==> config.mk <==
export PLATFORM = sky130hd
export DESIGN_NAME = synth_powerup_cal_sequencer
export DESIGN_NICKNAME = d
export VERILOG_FILES = /design/src/hdl/cal_record_mem.v /design/src/hdl/serial_word_master.v /design/src/hdl/synth_powerup_cal_sequencer.v
export VERILOG_INCLUDE_DIRS = /design/src /design/src/hdl
export SDC_FILE = /design/constraint.sdc
export NUM_CORES = 2
export LEC_CHECK = 0
export BUFFER_PORTS_ARGS = -buffer_cell sky130_fd_sc_hd__buf_2
export CAP_MARGIN = 5
export CORE_MARGIN = 3
export CORE_UTILIZATION = 39
export DETAILED_ROUTE_END_ITERATION = 12
export PLACE_DENSITY_LB_ADDON = 0.15
export SLEW_MARGIN = 10
export SYNTH_ARGS = -nofsm -noshare
export SYNTH_HDL_FRONTEND = slang
export SYNTH_HIERARCHICAL = 1
export SYNTH_SLANG_ARGS = --single-unit
==> constraint.sdc <==
create_clock -name clk -period 4.25 [get_ports clk]
set_input_delay 0 -clock clk [delete_from_list [all_inputs] [get_ports clk]]
set_output_delay 0 -clock clk [all_outputs]
set_load 0.02 [all_outputs]
==> src/hdl/synth_consts.vh <==
`ifndef SYNTH_CONSTS_VH
`define SYNTH_CONSTS_VH
// timing
`define CLK_HZ 20000000
`define SETTLE_TIME_MS 50
`define SETTLE_CYC (`SETTLE_TIME_MS * (`CLK_HZ / 1000))
`define SCLK_HALF 4
`define LOCK_WAIT_RST 32'h00004e20
// host register word addresses
`define A_CTRL 4'h0
`define A_STATUS 4'h1
`define A_IRQ_STAT 4'h2
`define A_IRQ_MASK 4'h3
`define A_CFG 4'h4
`define A_SWEEP_INC 4'h5
`define A_SWEEP_STEPS 4'h6
`define A_LOCK_WAIT 4'h7
`define A_DEV_STAT 4'h8
`define A_DEV_ID 4'h9
`define A_REC_IDX 4'ha
`define A_REC_DATA 4'hb
`define A_MAN_PAIR 4'hc
// control command bits
`define CMD_INIT 0
`define CMD_SWEEP 1
`define CMD_MANUAL 2
// interrupt bits
`define IRQ_INIT 0
`define IRQ_SWEEP 1
`define IRQ_MANUAL 2
`define IRQ_UNLOCK 3
`define IRQ_FULL 4
`define IRQ_W 5
// device register addresses
`define DEV_MAIN 4'h0
`define DEV_CAL 4'h1
`define DEV_OSC 4'h6
`define DEV_REGUL 4'h8
`define DEV_TEST 4'h9
`define DEV_LSTAT 4'ha
`define DEV_PID 4'hb
// serial word layout
`define RD_BIT 31
`define ADDR_HI 30
`define ADDR_LO 27
// device status fields
`define ST_LOCK 7
`define ST_PAIR_HI 6
`define ST_PAIR_LO 0
// manual calibration fields
`define MAN_EN_BIT 26
`define OSC_PAIR_LO 0
`endif

==> src/hdl/cal_record_mem.v <==
module cal_record_mem #(
  parameter W = 18,
  parameter AW = 6
) (
  input wire clk,
  input wire we,
  input wire [AW-1:0] waddr,
  input wire [W-1:0] wdata,
  input wire [AW-1:0] raddr,
  output reg [W-1:0] rdata
);
  reg [W-1:0] mem [0:(1<<AW)-1];

  // write port and registered read port
  always @(posedge clk) begin
    if (we) begin
      mem[waddr] <= wdata;
    end
    rdata <= mem[raddr];
  end
endmodule

==> src/hdl/serial_word_master.v <==
`include "synth_consts.vh"
module serial_word_master #(
  parameter HALF = `SCLK_HALF
) (
  input wire clk,
  input wire rst_n,
  input wire go,
  input wire rd,
  input wire [31:0] word,
  input wire sdo_pin,
  output reg sclk,
  output reg le_n,
  output reg sdi,
  output reg [26:0] rdata,
  output reg done,
  output wire sdo_sync
);
  reg busy_r;
  reg rd_r;
  reg [7:0] div_r;
  reg [5:0] bit_r;
  reg [31:0] sh_r;
  reg s1_r;
  reg s2_r;

  assign sdo_sync = s2_r;

  // two-stage synchroniser for the shared lock / read-data pin
  always @(posedge clk or negedge rst_n) begin
    if (!rst_n) begin
      s1_r <= 1'b0;
      s2_r <= 1'b0;
    end else begin
      s1_r <= sdo_pin;
      s2_r <= s1_r;
    end
  end

  // msb-first shifter, sdi changes while sclk low, sdo taken at end of high phase
  always @(posedge clk or negedge rst_n) begin
    if (!rst_n) begin
      busy_r <= 1'b0;
      rd_r <= 1'b0;
      div_r <= 8'h00;
      bit_r <= 6'h00;
      sh_r <= 32'h00000000;
      sclk <= 1'b0;
      le_n <= 1'b1;
      sdi <= 1'b0;
      rdata <= 27'h0000000;
      done <= 1'b0;
    end else begin
      done <= 1'b0;
      if (!busy_r) begin
        if (go) begin
          busy_r <= 1'b1;
          rd_r <= rd;
          sh_r <= word;
          sdi <= word[31];
          le_n <= 1'b0;
          bit_r <= 6'h00;
          div_r <= 8'h00;
        end
      end else if (div_r != HALF[7:0] - 8'h01) begin
        div_r <= div_r + 8'h01;
      end else begin
        div_r <= 8'h00;
        sclk <= ~sclk;
        if (sclk) begin
          if (rd_r && bit_r >= 6'h05) begin
            rdata <= {rdata[25:0], s2_r};
          end
          if (bit_r == 6'h1f) begin
            busy_r <= 1'b0;
            le_n <= 1'b1;
            done <= 1'b1;
            sdi <= 1'b0;
          end else begin
            bit_r <= bit_r + 6'h01;
            sh_r <= {sh_r[30:0], 1'b0};
            sdi <= sh_r[30];
          end
        end
      end
    end
  end
endmodule

==> src/hdl/synth_powerup_cal_sequencer.v <==
// Operation
// wait at least 50 ms after supplies settle before going on
// device keeps only its regulators up until programmed
// enable reference clock after settle wait, before first programming
// first write goes to test register with all data bits zero
// next write goes to main divider register 0
// then write registers 8 down to 1, finishing with register 0
// after programming check lock and read status and identity registers
// device identity register at 0x0b returns a 27-bit part identifier
// every serial word carries register address together with data
// word: bit 31 clear, address in 30:27, data in 26:0
// sweep steps the oscillator in 5 MHz or smaller increments
// each sweep step: wait lock time, read lock, band, sub-band
// store first step always, later only when band/sub-band changes
// field setup: manual calibration bit in register 1, pair into register 6
// sweep records are produced separately for each part
// status: bit 7 lock, bits 6:5 band, bits 4:0 sub-band
// device switches its lock pin to read data during reads
// settle and lock waits are timed from own clock after reset
`include "synth_consts.vh"
module synth_powerup_cal_sequencer #(
  parameter SETTLE_CYC = `SETTLE_CYC,
  parameter REC_AW = 6
) (
  input wire clk,
  input wire rst_n,
  input wire [3:0] address,
  input wire read,
  input wire write,
  input wire [31:0] writedata,
  output reg [31:0] readdata,
  output reg waitrequest,
  output reg irq,
  output reg ref_clk_en,
  output wire spi_sclk,
  output wire spi_le_n,
  output wire spi_sdi,
  input wire lock_serial_out_pin
);
  localparam S_SETTLE = 7'h01;
  localparam S_IDLE = 7'h02;
  localparam S_FETCH = 7'h04;
  localparam S_WR = 7'h08;
  localparam S_LOCKW = 7'h10;
  localparam S_RDST = 7'h20;
  localparam S_RDID = 7'h40;
  localparam M_INIT = 2'd0;
  localparam M_SWEEP = 2'd1;
  localparam M_MAN = 2'd2;
  localparam IRQ_W_L = `IRQ_W;

  reg [6:0] state_r;
  reg [1:0] mode_r;
  reg [3:0] idx_r;
  reg issued_r;
  reg [31:0] cnt_r;
  reg [IRQ_W_L-1:0] irq_stat_r;
  reg [IRQ_W_L-1:0] irq_mask_r;
  reg [26:0] sweep_inc_r;
  reg [26:0] sweep_acc_r;
  reg [9:0] sweep_steps_r;
  reg [9:0] step_r;
  reg [31:0] lock_wait_r;
  reg [26:0] dev_stat_r;
  reg [26:0] dev_id_r;
  reg [REC_AW-1:0] rec_idx_r;
  reg [REC_AW:0] rec_cnt_r;
  reg [6:0] prev_pair_r;
  reg [6:0] man_pair_r;
  reg spi_go_r;
  reg spi_rd_r;
  reg [31:0] spi_word_r;
  reg [IRQ_W_L-1:0] irq_set;
  reg [3:0] tgt_addr;
  reg last_wr;
  reg [26:0] wr_data;
  reg rec_we;
  wire [26:0] cfg_rdata;
  wire [17:0] rec_rdata;
  wire [26:0] spi_rdata;
  wire spi_done;
  wire lock_sync;
  wire bus_req;
  wire bus_wr;
  wire idle;

  assign bus_req = (read | write) & waitrequest;
  assign bus_wr = write & waitrequest;
  assign idle = (state_r == S_IDLE);

  // target device register for the current list entry
  always @* begin
    tgt_addr = `DEV_MAIN;
    last_wr = 1'b1;
    case (mode_r)
      M_INIT: begin
        last_wr = (idx_r == 4'd10);
        if (idx_r == 4'd0) begin
          tgt_addr = `DEV_TEST;
        end else if (idx_r == 4'd1 || idx_r == 4'd10) begin
          tgt_addr = `DEV_MAIN;
        end else begin
          tgt_addr = 4'd10 - idx_r;
        end
      end
      M_MAN: begin
        last_wr = (idx_r == 4'd2);
        if (idx_r == 4'd0) begin
          tgt_addr = `DEV_OSC;
        end else if (idx_r == 4'd1) begin
          tgt_addr = `DEV_CAL;
        end else begin
          tgt_addr = `DEV_MAIN;
        end
      end
      default: begin
        tgt_addr = `DEV_MAIN;
        last_wr = 1'b1;
      end
    endcase
  end

  // data for the write, built from the stored configuration word, except the all-zero test register word
  always @* begin
    wr_data = cfg_rdata;
    if (tgt_addr == `DEV_TEST) begin
      wr_data = 27'h0000000;
    end else if (mode_r == M_SWEEP) begin
      wr_data = cfg_rdata + sweep_acc_r;
    end else if (mode_r == M_MAN && tgt_addr == `DEV_OSC) begin
      wr_data[`OSC_PAIR_LO+6:`OSC_PAIR_LO] = man_pair_r;
    end else if (mode_r == M_MAN && tgt_addr == `DEV_CAL) begin
      wr_data[`MAN_EN_BIT] = 1'b1;
    end
  end

  // configuration words, written by software in serial word layout
  cal_record_mem #(
    .W(27),
    .AW(4)
  ) u_cfg (
    .clk(clk),
    .we(bus_wr && address == `A_CFG),
    .waddr(writedata[`ADDR_HI:`ADDR_LO]),
    .wdata(writedata[26:0]),
    .raddr(tgt_addr),
    .rdata(cfg_rdata)
  );

  // sweep records: step index, lock, band, sub-band
  cal_record_mem #(
    .W(18),
    .AW(REC_AW)
  ) u_rec (
    .clk(clk),
    .we(rec_we),
    .waddr(rec_cnt_r[REC_AW-1:0]),
    .wdata({step_r, spi_rdata[`ST_LOCK], spi_rdata[`ST_PAIR_HI:`ST_PAIR_LO]}),
    .raddr(rec_idx_r),
    .rdata(rec_rdata)
  );

  serial_word_master #(
    .HALF(`SCLK_HALF)
  ) u_spi (
    .clk(clk),
    .rst_n(rst_n),
    .go(spi_go_r),
    .rd(spi_rd_r),
    .word(spi_word_r),
    .sdo_pin(lock_serial_out_pin),
    .sclk(spi_sclk),
    .le_n(spi_le_n),
    .sdi(spi_sdi),
    .rdata(spi_rdata),
    .done(spi_done),
    .sdo_sync(lock_sync)
  );

  // record stored on first step or when the pair changes
  always @* begin
    rec_we = 1'b0;
    if (state_r == S_RDST && issued_r && spi_done && mode_r == M_SWEEP) begin
      if ((step_r == 10'd0 || spi_rdata[6:0] != prev_pair_r) && !rec_cnt_r[REC_AW]) begin
        rec_we = 1'b1;
      end
    end
  end

  // sequencer
  always @(posedge clk or negedge rst_n) begin
    if (!rst_n) begin
      state_r <= S_SETTLE;
      mode_r <= M_INIT;
      idx_r <= 4'd0;
      issued_r <= 1'b0;
      cnt_r <= 32'h00000000;
      ref_clk_en <= 1'b0;
      spi_go_r <= 1'b0;
      spi_rd_r <= 1'b0;
      spi_word_r <= 32'h00000000;
      sweep_acc_r <= 27'h0000000;
      step_r <= 10'd0;
      rec_cnt_r <= {(REC_AW+1){1'b0}};
      prev_pair_r <= 7'h00;
      dev_stat_r <= 27'h0000000;
      dev_id_r <= 27'h0000000;
      irq_set <= {IRQ_W_L{1'b0}};
    end else begin
      spi_go_r <= 1'b0;
      irq_set <= {IRQ_W_L{1'b0}};
      case (state_r)
        S_SETTLE: begin
          if (cnt_r == SETTLE_CYC - 1) begin
            ref_clk_en <= 1'b1;
            state_r <= S_IDLE;
          end else begin
            cnt_r <= cnt_r + 32'h00000001;
          end
        end
        S_IDLE: begin
          idx_r <= 4'd0;
          issued_r <= 1'b0;
          if (bus_wr && address == `A_CTRL) begin
            if (writedata[`CMD_INIT]) begin
              mode_r <= M_INIT;
              state_r <= S_FETCH;
            end else if (writedata[`CMD_SWEEP] && sweep_steps_r != 10'd0) begin
              mode_r <= M_SWEEP;
              step_r <= 10'd0;
              sweep_acc_r <= 27'h0000000;
              rec_cnt_r <= {(REC_AW+1){1'b0}};
              state_r <= S_FETCH;
            end else if (writedata[`CMD_MANUAL]) begin
              mode_r <= M_MAN;
              state_r <= S_FETCH;
            end
          end
        end
        S_FETCH: begin
          state_r <= S_WR; // memory read latency
        end
        S_WR: begin
          if (!issued_r) begin
            spi_go_r <= 1'b1;
            spi_rd_r <= 1'b0;
            spi_word_r <= {1'b0, tgt_addr, wr_data};
            issued_r <= 1'b1;
          end else if (spi_done) begin
            issued_r <= 1'b0;
            if (last_wr) begin
              cnt_r <= 32'h00000000;
              state_r <= S_LOCKW;
            end else begin
              idx_r <= idx_r + 4'd1;
              state_r <= S_FETCH;
            end
          end
        end
        S_LOCKW: begin
          if (cnt_r >= lock_wait_r) begin
            state_r <= S_RDST;
          end else begin
            cnt_r <= cnt_r + 32'h00000001;
          end
        end
        S_RDST: begin
          if (!issued_r) begin
            spi_go_r <= 1'b1;
            spi_rd_r <= 1'b1;
            spi_word_r <= {1'b1, `DEV_LSTAT, 27'h0000000};
            issued_r <= 1'b1;
          end else if (spi_done) begin
            issued_r <= 1'b0;
            dev_stat_r <= spi_rdata;
            irq_set[`IRQ_UNLOCK] <= ~spi_rdata[`ST_LOCK];
            if (mode_r == M_INIT) begin
              state_r <= S_RDID;
            end else if (mode_r == M_MAN) begin
              irq_set[`IRQ_MANUAL] <= 1'b1;
              state_r <= S_IDLE;
            end else begin
              prev_pair_r <= spi_rdata[`ST_PAIR_HI:`ST_PAIR_LO];
              if (rec_we) begin
                rec_cnt_r <= rec_cnt_r + 1'b1;
              end else if (rec_cnt_r[REC_AW]) begin
                irq_set[`IRQ_FULL] <= 1'b1;
              end
              if (step_r == sweep_steps_r - 10'd1) begin
                irq_set[`IRQ_SWEEP] <= 1'b1;
                state_r <= S_IDLE;
              end else begin
                step_r <= step_r + 10'd1;
                sweep_acc_r <= sweep_acc_r + sweep_inc_r;
                state_r <= S_FETCH;
              end
            end
          end
        end
        S_RDID: begin
          if (!issued_r) begin
            spi_go_r <= 1'b1;
            spi_rd_r <= 1'b1;
            spi_word_r <= {1'b1, `DEV_PID, 27'h0000000};
            issued_r <= 1'b1;
          end else if (spi_done) begin
            issued_r <= 1'b0;
            dev_id_r <= spi_rdata;
            irq_set[`IRQ_INIT] <= 1'b1;
            state_r <= S_IDLE;
          end
        end
        default: begin
          state_r <= S_IDLE;
        end
      endcase
    end
  end

  // avalon slave: one wait cycle, then answer
  always @(posedge clk or negedge rst_n) begin
    if (!rst_n) begin
      waitrequest <= 1'b1;
      readdata <= 32'h00000000;
      irq_stat_r <= {IRQ_W_L{1'b0}};
      irq_mask_r <= {IRQ_W_L{1'b0}};
      sweep_inc_r <= 27'h0000000;
      sweep_steps_r <= 10'd0;
      lock_wait_r <= `LOCK_WAIT_RST;
      rec_idx_r <= {REC_AW{1'b0}};
      man_pair_r <= 7'h00;
      irq <= 1'b0;
    end else begin
      waitrequest <= ~bus_req;
      irq <= |(irq_stat_r & irq_mask_r);
      // set wins over a write-one clear in the same cycle
      if (bus_wr && address == `A_IRQ_STAT) begin
        irq_stat_r <= (irq_stat_r & ~writedata[IRQ_W_L-1:0]) | irq_set;
      end else begin
        irq_stat_r <= irq_stat_r | irq_set;
      end
      if (bus_wr) begin
        case (address)
          `A_IRQ_MASK: irq_mask_r <= writedata[IRQ_W_L-1:0];
          `A_SWEEP_INC: sweep_inc_r <= writedata[26:0];
          `A_SWEEP_STEPS: sweep_steps_r <= writedata[9:0];
          `A_LOCK_WAIT: lock_wait_r <= writedata;
          `A_REC_IDX: rec_idx_r <= writedata[REC_AW-1:0];
          `A_MAN_PAIR: man_pair_r <= writedata[6:0];
          default: begin
          end
        endcase
      end
      readdata <= 32'h00000000;
      if (read && waitrequest) begin
        case (address)
          `A_CTRL: readdata <= {25'h0000000, state_r};
          `A_STATUS: readdata <= {{(28-REC_AW){1'b0}}, rec_cnt_r, ~idle, ref_clk_en, lock_sync};
          `A_IRQ_STAT: readdata <= {{(32-IRQ_W_L){1'b0}}, irq_stat_r};
          `A_IRQ_MASK: readdata <= {{(32-IRQ_W_L){1'b0}}, irq_mask_r};
          `A_SWEEP_INC: readdata <= {5'h00, sweep_inc_r};
          `A_SWEEP_STEPS: readdata <= {22'h000000, sweep_steps_r};
          `A_LOCK_WAIT: readdata <= lock_wait_r;
          `A_DEV_STAT: readdata <= {5'h00, dev_stat_r};
          `A_DEV_ID: readdata <= {5'h00, dev_id_r};
          `A_REC_IDX: readdata <= {{(32-REC_AW){1'b0}}, rec_idx_r};
          `A_REC_DATA: readdata <= {14'h0000, rec_rdata};
          `A_MAN_PAIR: readdata <= {25'h0000000, man_pair_r};
          default: readdata <= 32'h00000000;
        endcase
      end
    end
  end
endmodule

# ---- After elaboration in Yosys (flattened, before gate mapping)
# Memory sizes are Yosys's and may differ from the RTL's. A register that Yosys moved wholly into a read port is not among the register bits.
# Cells that the tools add are included.
dict set report word_totals {
  ram_bits 1584
  latch_bits 0
  word_cells 320
  regBits 397
  romBits 0
  out_inout_bits 38
  mem_count 2
}
# memory depth width read_ports rd_ports_with_merged_regs write_ports line_no
set mem_list {}
lappend mem_list {u_rec.mem 64 18 1 1 1 cal_record_mem.v:12} ;# reg [W-1:0] mem [0:(1<<AW)-1];
lappend mem_list {u_cfg.mem 16 27 1 1 1 cal_record_mem.v:12}
dict set report op_classes {
  div 0
  order_cmp 2
  bitwise 16
  mul 0
  reduce_logical 55
  add_sub_neg 10
  muxes 137
  eq_ne 60
  n_shift 0
}
# operator count
set ops {}
lappend ops {{$pmux 32 s12} 1}
lappend ops {{$mux 32} 9}
lappend ops {{$mux 27} 9}
lappend ops {{$pmux 32 s3} 2}
lappend ops {{$mux 7} 24}
lappend ops {{$mux 31} 5}
lappend ops {{$mux 10} 8}
lappend ops {{$add 27x27->27} 2}
lappend ops {{$pmux 27 s2} 1}
lappend ops {{$pmux 7 s7} 1}
lappend ops {{$mux 1} 45}
lappend ops {{$ne 2x2->1 const B} 21}
lappend ops {{$add 32x1->32 const B} 1}
lappend ops {{$eq 32x20->1 const B} 1}
lappend ops {{$ge 32x32->1} 1}
lappend ops {{$mux 4} 8}
lappend ops {{$mux 6} 5}
lappend ops {{$eq 4x4->1 const B} 7}
lappend ops {{$mux 8} 3}
lappend ops {{$eq 4x3->1 const B} 5}
lappend ops {{$pmux 10 s2} 1}
lappend ops {{$reduce_and 4->1} 5}
lappend ops {{$mux 19} 1}
lappend ops {{$reduce_and 2->1} 9}
lappend ops {{other kinds (54)} 105}

# ---- Depth between registers and ports, before layout
dict set report depth {
  depth_word 13
  mapped_depth 14
}

# ---- Modules after synthesis
# The synthesis kept the hierarchy.
# mod seq_area_each_um2 n_inst area_per_inst_um2 cells_each
set modules_own_cells {}
lappend modules_own_cells {{cal_record_mem (u_rec)} 34953.5 1 44958.1 2069}
lappend modules_own_cells {synth_powerup_cal_sequencer 7941.4 1 18008.5 1878}
lappend modules_own_cells {{cal_record_mem (u_cfg)} 13513.0 1 16892.5 710}
lappend modules_own_cells {serial_word_master 2003.2 1 3657.3 272}

# ---- Worst setup path before layout
# No wires, ideal clock.
dict set report synth_path {
  kind {reg-to-reg}
  start {reg step_r[8]}
  end {mem u_rec.mem[54][0] (netlist: u_rec/mem[27][0]), enable pin}
  path_buffers 3
  path_slack_ns 0.335
  synth_period_minus_slack_ns 3.915
  path_stages_with_launch 12
  t_required_ns 3.857
  arrival_ns 3.523
  path_cell_list {dfrtp_1 > clkbuf_1 > nor4_1 > nand3b_1 > o41ai_1 > nor4_1 > nor4_1 > clkbuf_1 > inv_1 > or2_2 > clkbuf_1 > nor2_1}
}
dict set report synth_between {
  elab_chain_cells 7
}
# item line_no
set synth_rtl {}
lappend synth_rtl {{start: declaration} synth_powerup_cal_sequencer.v:62} ;# reg [9:0] step_r;
lappend synth_rtl {{start signal: assignment} synth_powerup_cal_sequencer.v:293} ;# step_r <= step_r + 10'd1;
lappend synth_rtl {{$logic_not 10->1} synth_powerup_cal_sequencer.v:184} ;# if ((step_r == 10'd0 || spi_rdata[6:0] != prev_pair_r) && !rec_cnt_r[REC_AW]) begin
lappend synth_rtl {{$logic_or 1x1->1} synth_powerup_cal_sequencer.v:184}
lappend synth_rtl {{$logic_and 1x1->1} synth_powerup_cal_sequencer.v:184}
lappend synth_rtl {{$mux 1} synth_powerup_cal_sequencer.v:184}
lappend synth_rtl {{$mux 1} synth_powerup_cal_sequencer.v:183} ;# if (state_r == S_RDST && issued_r && spi_done && mode_r == M_SWEEP) begin
lappend synth_rtl {{via rec_we} synth_powerup_cal_sequencer.v:77} ;# reg rec_we;
lappend synth_rtl {{$mux 1} cal_record_mem.v:16} ;# if (we) begin
lappend synth_rtl {{$mux 1 (not written as such)} cal_record_mem.v:17} ;# mem[waddr] <= wdata;
lappend synth_rtl {{end: declaration} cal_record_mem.v:12}
# The timed path passes the listed nets, and every way through them passes these cells.

# ---- Final worst setup path
dict set report layout_path {
  start {reg state_r[1]}
  end {mem u_rec.mem[26][8] (netlist: u_rec/mem[13][8]), enable pin}
}
dict set report layout_between {
  elab_chain_cells 7
}
# item line_no
set layout_rtl {}
lappend layout_rtl {{start: declaration} synth_powerup_cal_sequencer.v:52} ;# reg [6:0] state_r;
lappend layout_rtl {{start signal: assignment} synth_powerup_cal_sequencer.v:193} ;# state_r <= S_SETTLE;
lappend layout_rtl {{start signal: assignment} synth_powerup_cal_sequencer.v:216} ;# state_r <= S_IDLE;
lappend layout_rtl {{start signal: assignment} synth_powerup_cal_sequencer.v:227} ;# state_r <= S_FETCH;
lappend layout_rtl {{$eq 7x6->1} synth_powerup_cal_sequencer.v:183}
lappend layout_rtl {{$logic_and 1x1->1 (3 in series)} synth_powerup_cal_sequencer.v:183}
lappend layout_rtl {{$mux 1} synth_powerup_cal_sequencer.v:183}
lappend layout_rtl {{via rec_we} synth_powerup_cal_sequencer.v:77}
lappend layout_rtl {{$mux 1} cal_record_mem.v:16}
lappend layout_rtl {{$mux 1 (not written as such)} cal_record_mem.v:17}
# The timed path passes the listed nets, and every way through them passes these cells.

==> qor.txt <==
Yosys Warn Count -> 6
number of non-filler instances in the completed layout -> 8253
Slew @ Worst Pin -> 1.11 ns
final antenna-violating net count -> 0
HPWL after detailed placement -> 144 mm
DR iter-0 viols -> 4295
via count of the first global-routing pass -> 46744
setup repair after global routing missed its margin -> no
dominant cell type by count on the critical path -> sky130_fd_sc_hd__buf_4
capturing element type of the critical path -> flop
Die Y-Extent -> 469 um
max cap viols -> 0
Synth cell types -> 101
count of input and output buffers -> 78
final max-slew violation count -> 0
maximum clock path buffer count -> 3
initial antenna violation count -> 8
buffer cell driving the clock tree root -> sky130_fd_sc_hd__clkbuf_16
final RePlAce weighted congestion -> 0.895
final setup violation count -> 0
async set or reset register ratio after synthesis -> 19.6%
Layout Area Growth over Synthesis -> 14.7%
gr usage total -> 21.1%
buffering stage count on the worst path with inverters included -> 4
leakage -> 32.7 nW
Filler Cells Inserted -> 18450
proportion of layout cells with a drive suffix above 1 -> 23.8%
post-cts resize count -> 0
Slew Limit Headroom -> 25.3%
highest clock frequency the design can meet -> 0.277 GHz
post-placement setup slack -> 0.710 ns
number of enable flip-flop cells after synthesis -> 1584
leading cell types by count after synthesis -> sky130_fd_sc_hd__edfxtp_1, sky130_fd_sc_hd__dfrtp_1, sky130_fd_sc_hd__mux4_2
cell types occupying the most area after synthesis -> sky130_fd_sc_hd__edfxtp_1, sky130_fd_sc_hd__dfrtp_1, sky130_fd_sc_hd__mux4_2
via count -> 46665
syn nets -> 5069
TritonCTS clock tree -> built
flip-flop and latch count after synthesis -> 2026
dominant cell type by area after synthesis -> sky130_fd_sc_hd__edfxtp_1
worst setup margin -> 0.640 ns
Data arrival, critical path -> 4.09 ns
classification of the worst setup path -> reg2reg
setup_tns -> 0 ns
portion of the clock cycle consumed by the worst path in the final layout -> 85.0%
master of the slowest instance on the critical path -> sky130_fd_sc_hd__or4_4
source-to-sink clock delay at the later pin of the worst-skew pair -> 0.86 ns
area enclosed by the die boundary -> 220000 um^2
fraction of the yosys area taken by sequential cells -> 69.9%
residual DRC count -> 0
most instantiated flip-flop cell in the synthesis netlist -> sky130_fd_sc_hd__edfxtp_1
CTS Hold Bufs -> 51
maximum number of pins on one net before global-route repair -> 93
average via count per standard cell -> 5.65
number of instances in the synthesized netlist -> 4929
Slowest Stage Delay on Critical Path -> 0.59 ns
Die W -> 469 um
total detailed-routing wirelength -> 232 mm
mean cell area of the mapped netlist -> 16.9 um^2
count of nets after finishing -> 5381
number of buffers created by CTS -> 211
post-synth design cell area -> 83500 um^2
category of cells accounting for the largest share of critical-path delay -> simple AND/OR/NAND/NOR gates
number of hold-slack violations in the final timing report -> 0
endpoint required time on the critical path -> 4.73 ns
post-CTS setup buffer count -> 0
I/O pins -> 79
# H-tree levels -> 4
clock slew seen by the registers of the worst setup and hold paths -> 0.06 ns
sinks on the clock net -> 2026
worst ir drop on vdd -> 0.349 mV
number of placed cells counting well taps -> 7798
final critical path time including I/O delays and setup -> 3.61 ns
wire length of the first global-routing pass -> 337 mm
skew final -> 0.0798 ns
Cell Pwr Density -> 516 nW/um^2
aggregate global routing overflow -> 0
critical-path cell list -> or4_4 > nor4_4 > buf_4 > nand2_1 > nor4_2 > buf_4 > inv_1 > or2_1 > nor2_1 > buf_4
Avg WL per Cell -> 28.2 um
Core ar. -> 213000 um^2
worst hold path class -> in2reg
outcome -> complete, no violations
share of the synthesized area in the top cell type -> 57.0%
critical path fanouts, max -> 18
starting density of the core -> 39.3%
count leader, synth -> sky130_fd_sc_hd__edfxtp_1
type of origin of the critical path -> flop
num rows -> 169
first drt pass iteration count -> 8
-- report_power, final --
group	switching [mW]	leakage [nW]	internal, mW
Clock	7.81	3.33	10.3
Sequential	1.09	18.9	21.9
Combinational	4.79	10.5	3.51
-- cells by family (layout without fill, tap and decap cells) --
group | after synthesis | count (layout) | synth area share (%)
DFF | 2026 | 2026 | 69.9
and+or+nand+nor | 928 | 928 | 5.33
AOI/OAI and AO/OA | 776 | 776 | 6.80
muxes | 675 | 675 | 13.4
buffers and inverters | 337 | 833 | 2.07
adders and majority gates | 99 | 99 | 1.50
xor gates and xnor gates | 88 | 88 | 0.923
other | 0 | 7 | 0
-- through the flow --
step | power [mW] | hold slack (ns) | util [%] | instance area [um^2]
CTS | 50.0 | 0.0332 | 45.1 | 95800
global route | 51.4 | 0.0687 | 45.1 | 95800
global placement | 31.7 | 0.125 | 41.6 | 88400
detailed placement | 31.8 | 0.130 | 41.6 | 88400
floorplan | 28.7 | -0.296 | - | 83500
finish | 49.4 | 0.110 | 45.1 | 95800
-- worst paths after layout --
kind                       slack, ns          start               end  cells past startpoint
setup reg to reg                0.64     state_r[1]  u_rec/mem[13][8]                     10
hold reg to reg                 0.34     u_spi/s1_r    u_spi/sdo_sync                      0
setup / recovery                0.64     state_r[1]  u_rec/mem[13][8]                     10
max in group asynchronous       3.30          rst_n    u_spi/rdata[6]                      4
min in group asynchronous       0.36          rst_n       waitrequest                      3
hold / removal                  0.11  writedata[28]   lock_wait_r[28]                      4
-- layer usage --
metal  vias to the layer above  track usage (%)  part of all wire [%]
li1                      20204                -                     -
met1                     24722             29.5                    44
met2                      1415             34.1                    48
met3                       322             3.48                   5.4
met4                         2             6.00                   2.8
met5                         -                0                0.0056
-- area by class of cell --
class	instances	area, um^2	area share [%]
repair buffers	348	2940	3.06
multi-input cells	2566	23700	24.8
well taps	2821	3530	3.68
diodes	7	17.5	0.0183
clock buffers	278	5760	6.01
inverters	88	335	0.350
flip-flops and latches	2026	58400	61.0
clock inverters	119	1080	1.13
-- worst register-to-register path, stage by stage, from the launching register on --
cell	delay [ns]
sky130_fd_sc_hd__dfrtp_1	0.50
sky130_fd_sc_hd__or4_4	0.60
sky130_fd_sc_hd__nor4_4	0.14
sky130_fd_sc_hd__buf_4	0.21
sky130_fd_sc_hd__nand2_1	0.11
sky130_fd_sc_hd__nor4_2	0.27
sky130_fd_sc_hd__buf_4	0.25
sky130_fd_sc_hd__inv_1	0.11
sky130_fd_sc_hd__or2_1	0.50
sky130_fd_sc_hd__nor2_1	0.24
sky130_fd_sc_hd__buf_4	0.30
-- placed cells by master, fill, tap and decap left out, drive strengths merged, types with 10 or more instances in the layout --
| cell | synthesis | final |
|---|---|---|
| nor3 | 50 | 50 |
| clkbuf | 129 | 278 |
| a31oi | 29 | 29 |
| nor2b | 43 | 43 |
| xnor2 | 42 | 42 |
| edfxtp | 1584 | 1584 |
| nand3 | 75 | 75 |
| a22o | 59 | 59 |
| and3 | 36 | 36 |
| o21ai | 165 | 165 |
| dlygate4sd3 | 0 | 50 |
| ha | 97 | 97 |
| nor4 | 15 | 15 |
| nand3b | 13 | 13 |
| nor2 | 230 | 230 |
| bufinv | 0 | 12 |
| clkinv | 0 | 95 |
| and4 | 10 | 10 |
| nand2b | 31 | 31 |
| buf | 120 | 298 |
| xor2 | 46 | 46 |
| mux2i | 147 | 147 |
| inv | 88 | 92 |
| dfxtp | 45 | 45 |
| o21bai | 10 | 10 |
| a22oi | 168 | 168 |
| nand4 | 37 | 37 |
| a222oi | 10 | 10 |
| a21oi | 108 | 108 |
| a211oi | 33 | 33 |
| mux4 | 338 | 338 |
| or2 | 14 | 14 |
| o221ai | 15 | 15 |
| a21o | 38 | 38 |
| a221oi | 58 | 58 |
| dfrtp | 389 | 389 |
| mux2 | 190 | 190 |
| nand2 | 337 | 337 |
-- flip-flops by register name (all words and copies together) (netlist names), 31 cells and up --
signal / count
u_rec/mem: 1152
u_cfg/mem: 432
cnt_r: 32
lock_wait_r: 32
readdata: 32
spi_word_r: 32
u_spi/sh_r: 31
Power figures use the tool's default switching activity.
